--- src/core/ocd_map.svh ---
// register offsets, field positions and reset values of the group dividers
// assumes: included by bare name from the divider design files
`ifndef OCD_MAP_SVH
`define OCD_MAP_SVH

`define G1_PERIOD_ADDR 12'h193
`define G1_CTRL_ADDR 12'h194
`define G1_POWER_ADDR 12'h195
`define G2_PERIOD_ADDR 12'h196
`define G2_CTRL_ADDR 12'h197
`define LOW_MSB 7
`define LOW_LSB 4
`define HIGH_MSB 3
`define HIGH_LSB 0
`define BYPASS_BIT 7
`define IGNORE_SYNC_BIT 6
`define FORCE_HIGH_BIT 5
`define START_HIGH_BIT 4
`define PHASE_MSB 3
`define PHASE_LSB 0
`define POWER_DOWN_BIT 2
`define DUTY_FIX_OFF_BIT 0
`define G1_PERIOD_RST 8'h33
`define G2_PERIOD_RST 8'h11
`define CTRL_RST 8'h00
`define POWER_RST 8'h00
`define POWER_MASK 8'h05
`define CALM_MIN 6'd40
`endif

--- src/core/ocd_pkg.sv ---
// types shared by the group divider files
// assumes: compiled before every other design file
`default_nettype none
package ocd_pkg;
  typedef logic [7:0] reg_byte_t;
  typedef logic [11:0] reg_addr_t;
  typedef logic [3:0] count_t;
  typedef logic [4:0] reg_sel_t;
  typedef enum logic [1:0]
  {
    DIV_WAIT = 2'b00,
    DIV_RUN = 2'b01
  } div_state_e;
endpackage : ocd_pkg
`default_nettype wire

--- src/core/group_divider.sv ---
// one group divider: counts low and high phases of the input clock
// assumes: settings come from registers in core_clk domain
`default_nettype none
`include "ocd_map.svh"
module group_divider
  import ocd_pkg::*;
(
  input wire logic core_clk,
  input wire logic reset,
  input wire count_t lowCount,
  input wire count_t highCount,
  input wire logic bypass,
  input wire logic ignoreSync,
  input wire logic forceHigh,
  input wire logic startHigh,
  input wire count_t phaseOffset,
  input wire logic chipSync,
  output logic divOut
);
  div_state_e state_q, state_d;
  count_t cnt_q, cnt_d;
  logic level_q, level_d;
  logic syncHit, forced;

  assign syncHit = chipSync && !ignoreSync;
  // force alone does nothing unless sync is ignored too
  assign forced = ignoreSync && forceHigh;
  assign divOut = level_q;

  always_comb
  begin
    state_d = state_q;
    cnt_d = cnt_q;
    level_d = level_q;
    if (forced)
    begin
      state_d = DIV_RUN;
      level_d = 1'b1;
      cnt_d = 4'h0;
    end
    else if (bypass)
    begin
      // counter idles; output toggles every input cycle, half the input clock rate
      state_d = DIV_RUN;
      level_d = ~level_q;
      cnt_d = 4'h0;
    end
    else if (syncHit && phaseOffset == 4'h0)
    begin
      state_d = DIV_RUN;
      level_d = startHigh;
      cnt_d = startHigh ? highCount : lowCount;
    end
    else if (syncHit)
    begin
      // opposite level is held so the waveform looks shifted
      state_d = DIV_WAIT;
      level_d = ~startHigh;
      cnt_d = phaseOffset - 4'h1;
    end
    else
    begin
      case (state_q)
        DIV_WAIT:
        begin
          if (cnt_q == 4'h0)
          begin
            state_d = DIV_RUN;
            level_d = startHigh;
            cnt_d = startHigh ? highCount : lowCount;
          end
          else
          begin
            cnt_d = cnt_q - 4'h1;
          end
        end
        default:
        begin
          if (cnt_q == 4'h0)
          begin
            level_d = ~level_q;
            cnt_d = level_q ? lowCount : highCount;
          end
          else
          begin
            cnt_d = cnt_q - 4'h1;
          end
        end
      endcase
    end
  end

  always_ff @(posedge core_clk)
  begin
    if (reset)
    begin
      state_q <= DIV_WAIT;
      cnt_q <= 4'h0;
      level_q <= 1'b0;
    end
    else
    begin
      state_q <= state_d;
      cnt_q <= cnt_d;
      level_q <= level_d;
    end
  end

  a_bypass_toggle: assert property (
    @(posedge core_clk) disable iff (reset)
    bypass && !forced |=> divOut != $past(divOut))
    else $error("bypass output did not follow input clock");
  a_force_static: assert property (
    @(posedge core_clk) disable iff (reset)
    forced [*2] |-> divOut)
    else $error("forced output not held high");
  a_sync_ignored: assert property (
    @(posedge core_clk) disable iff (reset)
    chipSync && ignoreSync && !forceHigh && !bypass && cnt_q != 4'h0
    |=> cnt_q == $past(cnt_q) - 4'h1)
    else $error("ignored sync disturbed the count");
  a_sync_start: assert property (
    @(posedge core_clk) disable iff (reset)
    syncHit && !bypass && !forceHigh && phaseOffset == 4'h0
    |=> divOut == $past(startHigh) && state_q == DIV_RUN)
    else $error("restart did not apply start level");
  a_phase_hold: assert property (
    @(posedge core_clk) disable iff (reset)
    syncHit && !bypass && !forceHigh && phaseOffset == 4'h2 &&
    $stable(startHigh) ##1 !chipSync [*2]
    |=> divOut == $past(startHigh, 3))
    else $error("phase offset delay wrong");
endmodule : group_divider
`default_nettype wire

--- src/core/output_group_clock_divider.sv ---
// register file, group 1 and group 2 dividers and group 1 output pairs
// assumes: register strobes and chip sync are synchronous to core_clk
`default_nettype none
`include "ocd_map.svh"
module output_group_clock_divider
  import ocd_pkg::*;
(
  input wire logic core_clk,
  input wire logic reset,
  input wire logic regWrite,
  input wire logic regRead,
  input wire reg_addr_t regAddr,
  input wire reg_byte_t regWrData,
  output logic [7:0] regRdData,
  input wire logic chipSync,
  output logic group1OutputAP,
  output logic group1OutputAN,
  output logic group1OutputAOe,
  output logic group1OutputBP,
  output logic group1OutputBN,
  output logic group1OutputBOe,
  output logic group1OutputCP,
  output logic group1OutputCN,
  output logic group1OutputCOe,
  output logic group1DutyFixOn,
  output logic group2Clk
);
  reg_byte_t g1Period_q, g1Period_d;
  reg_byte_t g1Ctrl_q, g1Ctrl_d;
  reg_byte_t g1Power_q, g1Power_d;
  reg_byte_t g2Period_q, g2Period_d;
  reg_byte_t g2Ctrl_q, g2Ctrl_d;
  reg_byte_t rdData_q, rdData_d;
  logic dutyFix_q, dutyFix_d;
  logic [2:0] pairP_q, pairP_d;
  logic [2:0] pairN_q, pairN_d;
  logic [2:0] pairOe_q, pairOe_d;
  reg_sel_t wrSel, rdSel;
  reg_byte_t period [2];
  reg_byte_t ctrl [2];
  logic [1:0] divOut;

  // one-hot select, shared by the write and read paths
  function automatic reg_sel_t selReg(input reg_addr_t a);
    reg_sel_t s;
    s = 5'h00;
    if (a == `G1_PERIOD_ADDR)
      s = 5'h01;
    else if (a == `G1_CTRL_ADDR)
      s = 5'h02;
    else if (a == `G1_POWER_ADDR)
      s = 5'h04;
    else if (a == `G2_PERIOD_ADDR)
      s = 5'h08;
    else if (a == `G2_CTRL_ADDR)
      s = 5'h10;
    return s;
  endfunction : selReg

  assign wrSel = regWrite ? selReg(regAddr) : 5'h00;
  assign rdSel = selReg(regAddr);

  always_comb
  begin
    g1Period_d = wrSel[0] ? regWrData : g1Period_q;
    g1Ctrl_d = wrSel[1] ? regWrData : g1Ctrl_q;
    // only power-down and duty-fix bits exist; the rest read zero
    g1Power_d = wrSel[2] ? (regWrData & `POWER_MASK) : g1Power_q;
    g2Period_d = wrSel[3] ? regWrData : g2Period_q;
    g2Ctrl_d = wrSel[4] ? regWrData : g2Ctrl_q;
    rdData_d = rdData_q;
    if (regRead)
    begin
      if (rdSel[0])
        rdData_d = g1Period_q;
      else if (rdSel[1])
        rdData_d = g1Ctrl_q;
      else if (rdSel[2])
        rdData_d = g1Power_q;
      else if (rdSel[3])
        rdData_d = g2Period_q;
      else if (rdSel[4])
        rdData_d = g2Ctrl_q;
      else
        rdData_d = 8'h00;
    end
  end

  always_ff @(posedge core_clk)
  begin
    if (reset)
    begin
      g1Period_q <= `G1_PERIOD_RST;
      g1Ctrl_q <= `CTRL_RST;
      g1Power_q <= `POWER_RST;
      g2Period_q <= `G2_PERIOD_RST;
      g2Ctrl_q <= `CTRL_RST;
      rdData_q <= 8'h00;
    end
    else
    begin
      g1Period_q <= g1Period_d;
      g1Ctrl_q <= g1Ctrl_d;
      g1Power_q <= g1Power_d;
      g2Period_q <= g2Period_d;
      g2Ctrl_q <= g2Ctrl_d;
      rdData_q <= rdData_d;
    end
  end

  assign period[0] = g1Period_q;
  assign period[1] = g2Period_q;
  assign ctrl[0] = g1Ctrl_q;
  assign ctrl[1] = g2Ctrl_q;

  for (genvar g = 0; g < 2; g++)
  begin : grp
    logic prev_q, prev_d;
    logic [4:0] run_q, run_d;
    logic [5:0] calm_q, calm_d;
    logic disturb;

    group_divider u_div (
      .core_clk(core_clk),
      .reset(reset),
      .lowCount(period[g][`LOW_MSB:`LOW_LSB]),
      .highCount(period[g][`HIGH_MSB:`HIGH_LSB]),
      .bypass(ctrl[g][`BYPASS_BIT]),
      .ignoreSync(ctrl[g][`IGNORE_SYNC_BIT]),
      .forceHigh(ctrl[g][`FORCE_HIGH_BIT]),
      .startHigh(ctrl[g][`START_HIGH_BIT]),
      .phaseOffset(ctrl[g][`PHASE_MSB:`PHASE_LSB]),
      .chipSync(chipSync),
      .divOut(divOut[g])
    );

    // helper logic for the phase-length checks only
    assign disturb = regWrite || chipSync || ctrl[g][`BYPASS_BIT] ||
      ctrl[g][`IGNORE_SYNC_BIT];
    always_comb
    begin
      prev_d = divOut[g];
      run_d = run_q;
      calm_d = calm_q;
      if (divOut[g] != prev_q)
        run_d = 5'h01;
      else if (run_q != 5'h1f)
        run_d = run_q + 5'h01;
      if (disturb)
        calm_d = 6'h00;
      else if (calm_q != 6'h3f)
        calm_d = calm_q + 6'h01;
    end

    always_ff @(posedge core_clk)
    begin
      if (reset)
      begin
        prev_q <= 1'b0;
        run_q <= 5'h00;
        calm_q <= 6'h00;
      end
      else
      begin
        prev_q <= prev_d;
        run_q <= run_d;
        calm_q <= calm_d;
      end
    end

    a_low_phase_len: assert property (@(posedge core_clk)
      disable iff (reset)
      calm_q >= `CALM_MIN && prev_q == 1'b0 && divOut[g]
      |-> run_q == {1'b0, period[g][`LOW_MSB:`LOW_LSB]} + 5'h01)
      else $error("low phase length wrong");
    a_high_phase_len: assert property (@(posedge core_clk)
      disable iff (reset)
      calm_q >= `CALM_MIN && prev_q && !divOut[g]
      |-> run_q == {1'b0, period[g][`HIGH_MSB:`HIGH_LSB]} + 5'h01)
      else $error("high phase length wrong");
  end

  always_comb
  begin
    // duty fixer is on while the disable bit is clear
    dutyFix_d = ~g1Power_q[`DUTY_FIX_OFF_BIT];
    for (int i = 0; i < 3; i++)
    begin
      // powered-down pairs drop output enable and drive both legs low
      pairOe_d[i] = ~g1Power_q[`POWER_DOWN_BIT];
      pairP_d[i] = pairOe_d[i] & divOut[0];
      pairN_d[i] = pairOe_d[i] & ~divOut[0];
    end
  end

  always_ff @(posedge core_clk)
  begin
    if (reset)
    begin
      dutyFix_q <= 1'b1;
      pairOe_q <= 3'h0;
      pairP_q <= 3'h0;
      pairN_q <= 3'h0;
    end
    else
    begin
      dutyFix_q <= dutyFix_d;
      pairOe_q <= pairOe_d;
      pairP_q <= pairP_d;
      pairN_q <= pairN_d;
    end
  end

  assign regRdData = rdData_q;
  assign group1DutyFixOn = dutyFix_q;
  assign group2Clk = divOut[1];
  assign group1OutputAP = pairP_q[0];
  assign group1OutputAN = pairN_q[0];
  assign group1OutputAOe = pairOe_q[0];
  assign group1OutputBP = pairP_q[1];
  assign group1OutputBN = pairN_q[1];
  assign group1OutputBOe = pairOe_q[1];
  assign group1OutputCP = pairP_q[2];
  assign group1OutputCN = pairN_q[2];
  assign group1OutputCOe = pairOe_q[2];

  a_power_down: assert property (
    @(posedge core_clk) disable iff (reset)
    g1Power_q[`POWER_DOWN_BIT]
    |=> pairOe_q == 3'h0 && pairP_q == 3'h0 && pairN_q == 3'h0)
    else $error("powered-down pairs still driven");
  a_duty_fix: assert property (
    @(posedge core_clk) disable iff (reset)
    $rose(g1Power_q[`DUTY_FIX_OFF_BIT]) |-> ##1 !group1DutyFixOn)
    else $error("duty fixer not switched off");
  a_period_reset: assert property (@(posedge core_clk)
    $fell(reset) |-> g1Period_q == `G1_PERIOD_RST)
    else $error("group 1 period reset value wrong");
endmodule : output_group_clock_divider
`default_nettype wire

--- config.mk ---
export PLATFORM = sky130hd
export DESIGN_NAME = output_group_clock_divider
export DESIGN_NICKNAME = d
export VERILOG_FILES = /design/src/core/ocd_pkg.sv /design/src/core/group_divider.sv /design/src/core/output_group_clock_divider.sv
export VERILOG_INCLUDE_DIRS = /design/src /design/src/core
export SDC_FILE = /design/constraint.sdc
export NUM_CORES = 1
export LEC_CHECK = 0
export BUFFER_PORTS_ARGS = -buffer_cell sky130_fd_sc_hd__buf_2
export CORE_ASPECT_RATIO = 0.75
export CORE_MARGIN = 5
export CORE_UTILIZATION = 35
export CTS_BUF_LIST = sky130_fd_sc_hd__clkbuf_2 sky130_fd_sc_hd__clkbuf_4 sky130_fd_sc_hd__clkbuf_8
export DETAILED_ROUTE_END_ITERATION = 10
export GPL_TIMING_DRIVEN = 0
export MAX_ROUTING_LAYER = met4
export PLACE_DENSITY = 0.54
export REMOVE_ABC_BUFFERS = 1
export SLEW_MARGIN = 5
export SYNTH_ARGS = -nofsm -noshare
export SYNTH_HDL_FRONTEND = slang
export SYNTH_SLANG_ARGS = --single-unit
--- constraint.sdc ---
create_clock -name core_clk -period 1.9 [get_ports core_clk]
set_input_delay 0.19 -clock core_clk [delete_from_list [all_inputs] [get_ports core_clk]]
set_output_delay 0.19 -clock core_clk [all_outputs]
set_load 0.1 [all_outputs]
# ---- Word-level counts from Yosys, hierarchy flattened
# Index checks and enable logic that the tools add are counted.
dict set report word_totals {
  ff_bits 58
  latch_bits 0
  mem_bits_rw 0
  mem_bits_ro 0
  input_bits 25
  n_memories 0
}
dict set report op_classes {
  addsub 4
  n_mul 0
  div_mod_pow 0
  magnitude_cmp 0
  n_eq_ne 5
  shifts 0
  n_mux 51
  bitwise_logic 8
  reduce_logical 22
}
# op n
set op_table {}
lappend op_table {{12-bit by 9-bit == test with 1-bit output (second input constant)} 5}
lappend op_table {{4-bit two-way mux} 14}
lappend op_table {{8-bit two-way mux} 5}
lappend op_table {{5-bit two-way mux} 6}
lappend op_table {{1-bit two-way mux} 26}
lappend op_table {{5-bit nonzero test} 4}
lappend op_table {{4-bit logical NOT} 4}
lappend op_table {{4-bit by 1-bit subtractor with 4-bit output (second input constant)} 4}
lappend op_table {{1-bit logical AND} 6}
lappend op_table {{1-bit NOT} 6}
lappend op_table {{3-bit OR reduction} 2}
lappend op_table {{2-bit logical NOT} 2}
lappend op_table {{2-bit AND reduction} 2}
lappend op_table {{1-bit AND} 2}
lappend op_table {{1-bit logical NOT} 2}

# ---- Longest topological paths before layout
# Gate-level depths: netlist (run 1).
dict set report logic_depth {
  word_depth 11
  mapped_depth 7
}

# ---- By module
# A second synthesis (run 1) with hierarchy kept.
dict set report hier_totals {
  cells_unflattened 377
  area_unflattened_um2 3289.4
}
# mod instances cells_each area_per_inst_um2 seq_area_each_um2
set modules_own_cells {}
lappend modules_own_cells {output_group_clock_divider 1 213 2063.2 920.9}
lappend modules_own_cells {group_divider 2 82 613.1 120.1}

# ---- Worst setup path after synthesis (run 1)
# OpenSTA, ideal clock, no wires.
dict set report synth_path {
  path_type {flip-flop to flip-flop}
  from {register grp[1].u_div.level_q}
  to {register grp[1].u_div.cnt_q[2]}
  setup_ps 122
  arrival_ps 1911
  slack_ps -133
  path_stages_with_launch 5
  period_less_slack_ps 2033
  path_cell_list {dfxtp_1 nand2b_1 nand2_1 o311a_1 o311a_1}
}
dict set report synth_between {
  elab_chain_cells 5
}
# item line_no
set synth_rtl {}
lappend synth_rtl {{start: declaration} group_divider.sv:22} ;# logic level_q, level_d;
lappend synth_rtl {{start signal: assignment} group_divider.sv:105} ;# level_q <= level_d;
lappend synth_rtl {{4-bit two-way mux} group_divider.sv:82} ;# cnt_d = level_q ? lowCount : highCount;
lappend synth_rtl {{4-bit two-way mux} group_divider.sv:79} ;# if (cnt_q == 4'h0)
lappend synth_rtl {{4-bit two-way mux} group_divider.sv:63} ;# case (state_q)
lappend synth_rtl {{4-bit two-way mux} group_divider.sv:54} ;# else if (syncHit)
lappend synth_rtl {{4-bit two-way mux} group_divider.sv:48} ;# else if (syncHit && phaseOffset == 4'h0)
lappend synth_rtl {{end signal: assignment} group_divider.sv:104} ;# cnt_q <= cnt_d;
lappend synth_rtl {{end: declaration} group_divider.sv:21} ;# count_t cnt_q, cnt_d;
# No other way between the ends.
# A chain may end at the register's enable or synchronous reset.

# ---- Worst setup path in the final report (run 1)
dict set report layout_path {
  from {register grp[0].u_div.cnt_q[0]}
  to {register grp[0].u_div.level_q}
}
dict set report layout_between {
  elab_chain_cells 2
}
# item line_no
set layout_rtl {}
lappend layout_rtl {{start: declaration} group_divider.sv:21}
lappend layout_rtl {{start signal: assignment} group_divider.sv:104}
lappend layout_rtl {{4-bit logical NOT} {group_divider.sv:66, group_divider.sv:79}}
lappend layout_rtl {{5-bit nonzero test (no line)} --}
lappend layout_rtl {{end signal: assignment} group_divider.sv:105}
lappend layout_rtl {{end: declaration} group_divider.sv:22}
# No other way between the ends.

==> flow_metrics.py, run 1 <==
metrics = {
    "drt": {
        "top_layer": "met4",
        "wl_met2_um": 3680,
        "drt-total-wl_um": 8990,
        "wl_per_cell_um": 16.8,
        "met1_length_um": 4710,
        "post-route-drc-count": 0,
        "num_vias": 2920,
        "firstDrtPassIters": 4,
        "ant_nets": 0,
        "vias_per_cell": 5.45,
        "dr_wl_met3_um": 453,
        "drt_iter0_drc": 273,
    },
    "synthesis": {
        "synth_most_common_cell": "dfxtp_1",
        "synth-seq-area-share_pct": 35.0,
        "synth_edf_count": 0,
        "syn_inst": 376,
        "yosysTopAreaCell": "dfxtp_1",
        "ys_async_sr_fraction_pct": 0,
        "synth-seq-cells": 58,
        "syn_area_um2": 3310,
        "yosysWarnings": 0,
        "synth.area.top_cells": "dfxtp_1, mux2i_1, nor2_1, and4bb_2, nand2_1",
        "synth_common_cells": "dfxtp_1, nor2_1, mux2i_1",
        "synth_flop_cell": "dfxtp_1",
        "synth_cell_types": 57,
        "synth_top_area_share_pct": 35.0,
        "postSynthAreaPerCell_um2": 8.81,
    },
    "timing": {
        "min_period_ns": 1.76,
        "rsz0062_at_grt": "no",
        "relSlewSlack_pct": 40.0,
        "worst_pin_slew_ns": 0.900,
        "maxSlewViolCount": 0,
        "setup_viol": 0,
        "final-hold-violation-count": 0,
        "clock.fmax_mhz": 569,
        "skew_ns": 0.0131,
        "finalCritPeriodShare_pct": 92.5,
    },
    "cts": {
        "clock_latency_ns": 0.35,
        "cts_max_level": 3,
        "root_buffer": "clkbuf_8",
        "clk_path_buf_depth": 2,
        "cts.clk_slew.worst_paths_ns": 0.07,
        "cts_tree": "done",
        "cts_inserted_buffers": 9,
        "holdBufCountCts": 0,
        "cts.sinks": 58,
    },
    "cells_and_area": {
        "nets": 432,
        "n_antenna_cell": 0,
        "drive_gt1_share_pct": 21.1,
        "syn_to_final_growth_pct": 13.8,
        "n_fill_cell": 937,
        "utilization_pct": 41.2,
    },
    "power_and_ir_drop": {
        "peakVddDrop_mv": 0.400,
        "pwr_density_cell_nw_per_um2": 789,
        "switching_share_pct": 28.8,
        "p_comb_share_pct": 13.6,
        "power_switching_mw": 0.858,
        "p_seq_share_pct": 42.5,
        "p_leak_nw": 1.69,
        "internal_power_mw": 2.12,
        "clkPwrFrac_pct": 43.9,
        "total_power_mw": 2.98,
    },
    "min_path": {
        "hold_path_class": "input pin to flop",
    },
    "run_status": {
        "outcome": "finished, final reports clean",
    },
    "setup_path": {
        "cp_max_fo": 7,
        "worstSetupEndpointType": "flop",
        "cp-start-kind": "flop",
        "arrival_ns": 2.00,
        "cp_cell_sequence": "inv_1 -> ha_1 -> or3b_1 -> a221oi_1 -> nand3_1 -> and3_1",
        "worst_path_max_delay_cell": "or3b_1",
        "max_stage_delay_ns": 0.50,
        "required_ns": 2.14,
        "critical_path_class": "flop to flop",
    },
    "die": {
        "die_width_um": 122,
        "initial_core_util_pct": 36.2,
        "pin_count": 44,
        "core_area_um2": 9160,
        "die_y_um": 94.3,
        "die_area_um2": 11500,
        "core.rowCount": 30,
    },
    "global_route": {
        "grt.total_usage_pct": 16.4,
        "grt-ovfl-total": 0,
        "grt_pass1_vias": 2717,
        "antenna_found_initial": 0,
        "grt_pass1_wl_um": 14400,
        "grt_max_degree": 51,
    },
    "place": {
        "gp_congestion": 0.861,
        "port_buffers": 43,
        "dp_hpwl_um": 6590,
    },
    "flow_run": {
        "max-cap-violations": 0,
    },
}
## final timing paths
check / start / endpoint / slack (ns) / depth (start not counted)
worst min-delay path: regWrData[4] / g2Period_q[4] / 0.13 / 3
worst min register to register: g1Power_q[0] / group1DutyFixOn / 0.45 / 1
worst max register to register: grp[0].u_div.cnt_q[0] / grp[0].u_div.divOut / 0.14 / 6
worst max-delay path: grp[0].u_div.cnt_q[0] / grp[0].u_div.divOut / 0.14 / 6
## power groups by stage
stage               Clock [mW]  Sequential [mW]  Combinational [mW]
floorplan                    0             1.39               0.175
global placement             0             1.29               0.400
detailed placement           0             1.29               0.402
CTS                       1.34             1.26               0.404
global route              1.40             1.27               0.437
finish                    1.31             1.26               0.405
## flip-flops by register name, indices dropped and copies added (netlist names)
signal / cells
g1Ctrl_q: 8
g1Period_q: 8
g1Power_q: 2
g2Ctrl_q: 8
g2Period_q: 8
group1DutyFixOn: 1
grp.u_div.cnt_q: 8
grp.u_div.divOut: 2
grp.u_div.state_q: 2
pairN_q: 1
pairOe_q: 1
pairP_q: 1
regRdData: 8
## cells by family after synthesis
family                     Yosys count  share of synthesized area, %
buffers and inverters               40                          6.15
muxes                               42                          12.9
and+or+nand+nor                    153                          27.5
AOI/OAI and AO/OA                   77                          16.4
adders and majority gates            4                          1.51
xor gates and xnor gates             2                         0.529
DFF                                 58                          35.0
## routing by layer
layer | track usage (%) | vias to the layer above
met5 | - | -
met4 | 4.57 | 0
met3 | 3.85 | 14
met2 | 22.4 | 78
met1 | 23.8 | 1401
li1 | - | 1427
## through the flow
step	instance area, µm²	cells	hold WS, ns	TNS, ns	setup slack (ns)
floorplan	3160	349	0.257	-4.52	-0.487
global placement	3530	520	0.422	-14.59	-0.459
detailed placement	3530	520	0.423	-16.26	-0.500
CTS	3770	536	0.128	0	0.146
global route	3770	536	0.132	0	0.0236
finish	3770	536	0.130	0	0.142
## cell usage in the layout, fill, tap and decap left out, types with 3 or more instances in the layout
cell | synthesis | routed
and4bb_2 | 8 | 8
and3_1 | 7 | 7
mux2i_1 | 36 | 36
buf_2 | 3 | 43
a211oi_1 | 6 | 6
dfxtp_1 | 58 | 57
a2bb2oi_1 | 6 | 6
a2111oi_0 | 3 | 3
nand2b_1 | 11 | 11
nor2_1 | 52 | 52
nand3_1 | 5 | 5
nor2b_1 | 11 | 11
ha_1 | 4 | 4
clkbuf_8 | 1 | 9
a311oi_1 | 8 | 8
mux2_2 | 6 | 6
a21oi_1 | 13 | 13
o31ai_1 | 8 | 8
nand2_1 | 25 | 25
nand4_2 | 3 | 3
nor3_1 | 9 | 9
inv_1 | 13 | 13
o21ai_0 | 15 | 15
o22ai_1 | 4 | 4
## critical path, delay by kind of cell, from the launching register on
family          cells  cell delay (ns)
compound gates      1             0.31
fa+ha+maj           1             0.20
flops               1             0.33
buf+inv             1             0.06
simple gates        3             0.76
## layout make-up
type                            count  area (µm²)  share of cell area [%]
Clock inverter                      7         101                    2.69
Clock buffer                        9         124                    3.28
Tap cell                          128         160                    4.25
Timing Repair Buffer               43         215                    5.70
Sequential cell                    58        1160                    30.8
Multi-Input combinational cell    278        1960                    52.0
Inverter                           13        48.8                    1.29
## repair_timing
item	in CTS	in global routing
endpoints found under the setup margin	29	1
hold endpoints to repair	0	0
gates resized for setup	2	1
buffers inserted	0	0
gates cloned	0	0
Power figures use the tool's default switching activity.
==> run 2, diff against run 1 <==
clock period = 2.2 ns   (was 1.9 ns; I/O delays follow)
==> flow_metrics.py, run 2 (synthesis results as in run 1) <==
metrics = {
    "place": {
        "dp_hpwl_um": 6590,
        "post-place-ws_ns": -0.230,
        "place_area_um2": 3530,
        "gp_congestion": 0.861,
        "port_buffers": 43,
    },
    "cells_and_area": {
        "nets": 432,
        "syn_to_final_growth_pct": 13.6,
        "layout_commonest_cell": "dfxtp_1",
        "n_antenna_cell": 0,
        "layout_common_cells": "dfxtp_1, nor2_1, buf_2",
        "final_cell_area_um2": 3770,
        "drive_gt1_share_pct": 20.6,
        "n_fill_cell": 938,
    },
    "drt": {
        "firstDrtPassIters": 4,
        "drt_iter0_drc": 301,
        "vias_per_cell": 5.40,
        "drt-total-wl_um": 8930,
        "post-route-drc-count": 0,
        "ant_nets": 0,
        "num_vias": 2893,
        "wl_per_cell_um": 16.7,
    },
    "cts": {
        "clock_latency_ns": 0.34,
        "root_buffer": "clkbuf_8",
        "cts_max_level": 3,
        "cts.sinks": 58,
        "cts_inserted_buffers": 9,
        "post_cts_buffers": 0,
        "cts_tree": "done",
        "cts.clk_slew.worst_paths_ns": 0.08,
        "holdBufCountCts": 0,
        "clk_path_buf_depth": 2,
    },
    "timing": {
        "finalWorstSetupSlack_ns": 0.247,
        "final-hold-violation-count": 0,
        "rsz0062_at_grt": "no",
        "min_period_ns": 1.95,
        "skew_ns": 0.0109,
        "worst_pin_slew_ns": 0.893,
        "clock.fmax_mhz": 512,
        "fin_tns_setup_ns": 0,
        "relSlewSlack_pct": 40.3,
        "maxSlewViolCount": 0,
        "finalCritPeriodShare_pct": 88.8,
        "setup_viol": 0,
    },
    "min_path": {
        "hold_path_class": "input pin to flop",
        "hold_depth": 3,
    },
    "die": {
        "die_area_um2": 11500,
        "die_width_um": 122,
        "core_area_um2": 9160,
        "core.rowCount": 30,
        "pin_count": 44,
        "initial_core_util_pct": 36.2,
        "die_y_um": 94.3,
    },
    "global_route": {
        "grt-ovfl-total": 0,
        "antenna_found_initial": 0,
        "grt_pass1_vias": 2718,
        "grt_max_degree": 51,
        "use_met3_pct": 3.85,
        "met1_usage_pct": 23.8,
        "gr-max-usage-layer": "met1",
        "grt_pass1_wl_um": 14400,
        "grt.total_usage_pct": 16.4,
        "use_met2_pct": 22.4,
    },
    "run_status": {
        "outcome": "finished, final reports clean",
    },
    "setup_path": {
        "critical_path_class": "flop to flop",
        "cp-start-kind": "flop",
        "cp_max_fo": 7,
        "worstSetupEndpointType": "flop",
        "reg2regPathDepth": 6,
        "required_ns": 2.44,
        "arrival_ns": 2.19,
    },
    "flow_run": {
        "max-cap-violations": 0,
    },
    "power_and_ir_drop": {
        "p_leak_nw": 1.69,
        "pwr_density_cell_nw_per_um2": 683,
        "peakVddDrop_mv": 0.344,
        "total_power_mw": 2.57,
    },
}
-- run 2: repair_timing --
| action | in CTS | in global routing |
|---|---|---|
| resized for setup | 0 | 1 |
| setup endpoints to repair | 0 | 4 |
| endpoints found under the hold margin | 0 | 0 |
-- run 2: power breakdown --
group          internal, mW  total, mW  switching (mW)
sequential             1.07       1.09          0.0210
clock                 0.645       1.13           0.485
combinational         0.113      0.349           0.236
-- run 2: final timing paths --
path,start,to,slack (ns)
max,g1Ctrl_q[0],grp[0].u_div.divOut,0.25
min,regWrData[4],g2Period_q[4],0.16
max reg2reg,g1Ctrl_q[0],grp[0].u_div.divOut,0.25
min reg2reg,g1Power_q[0],group1DutyFixOn,0.44
-- run 2: metrics by stage --
step / instances / utilization, % / hold slack (ns)
after floorplan: 349 / - / 0.287
after global placement: 520 / 38.6 / 0.422
after detailed placement: 520 / 38.6 / 0.423
after CTS: 536 / 41.1 / 0.158
after global routing: 536 / 41.1 / 0.162
final: 536 / 41.1 / 0.161
-- run 2: final cells by class --
cell class                 count  area [µm²]  share of cell area [%]
multi-input combinational    278        1960                    51.9
sequential                    58        1160                    30.8
timing repair buffer          43         215                    5.71
tap                          128         160                    4.25
clock buffer                   9         124                    3.29
clock inverter                 7         101                    2.69
inverter                      13        48.8                    1.30
-- run 2: critical path, stage by stage, from the launching register on --
cell,delay [ns]
dfxtp_1,0.34
inv_1,0.14
ha_1,0.22
nor3b_1,0.75
xor2_1,0.18
o21ai_0,0.07
and3_1,0.15
-- run 2: metal layers --
| layer | part of all wire, % | vias to the layer above |
|---|---|---|
| met5 | 0 | - |
| met4 | 1.1 | 0 |
| met3 | 6.4 | 8 |
| met2 | 41 | 85 |
| met1 | 52 | 1371 |
| li1 | - | 1429 |
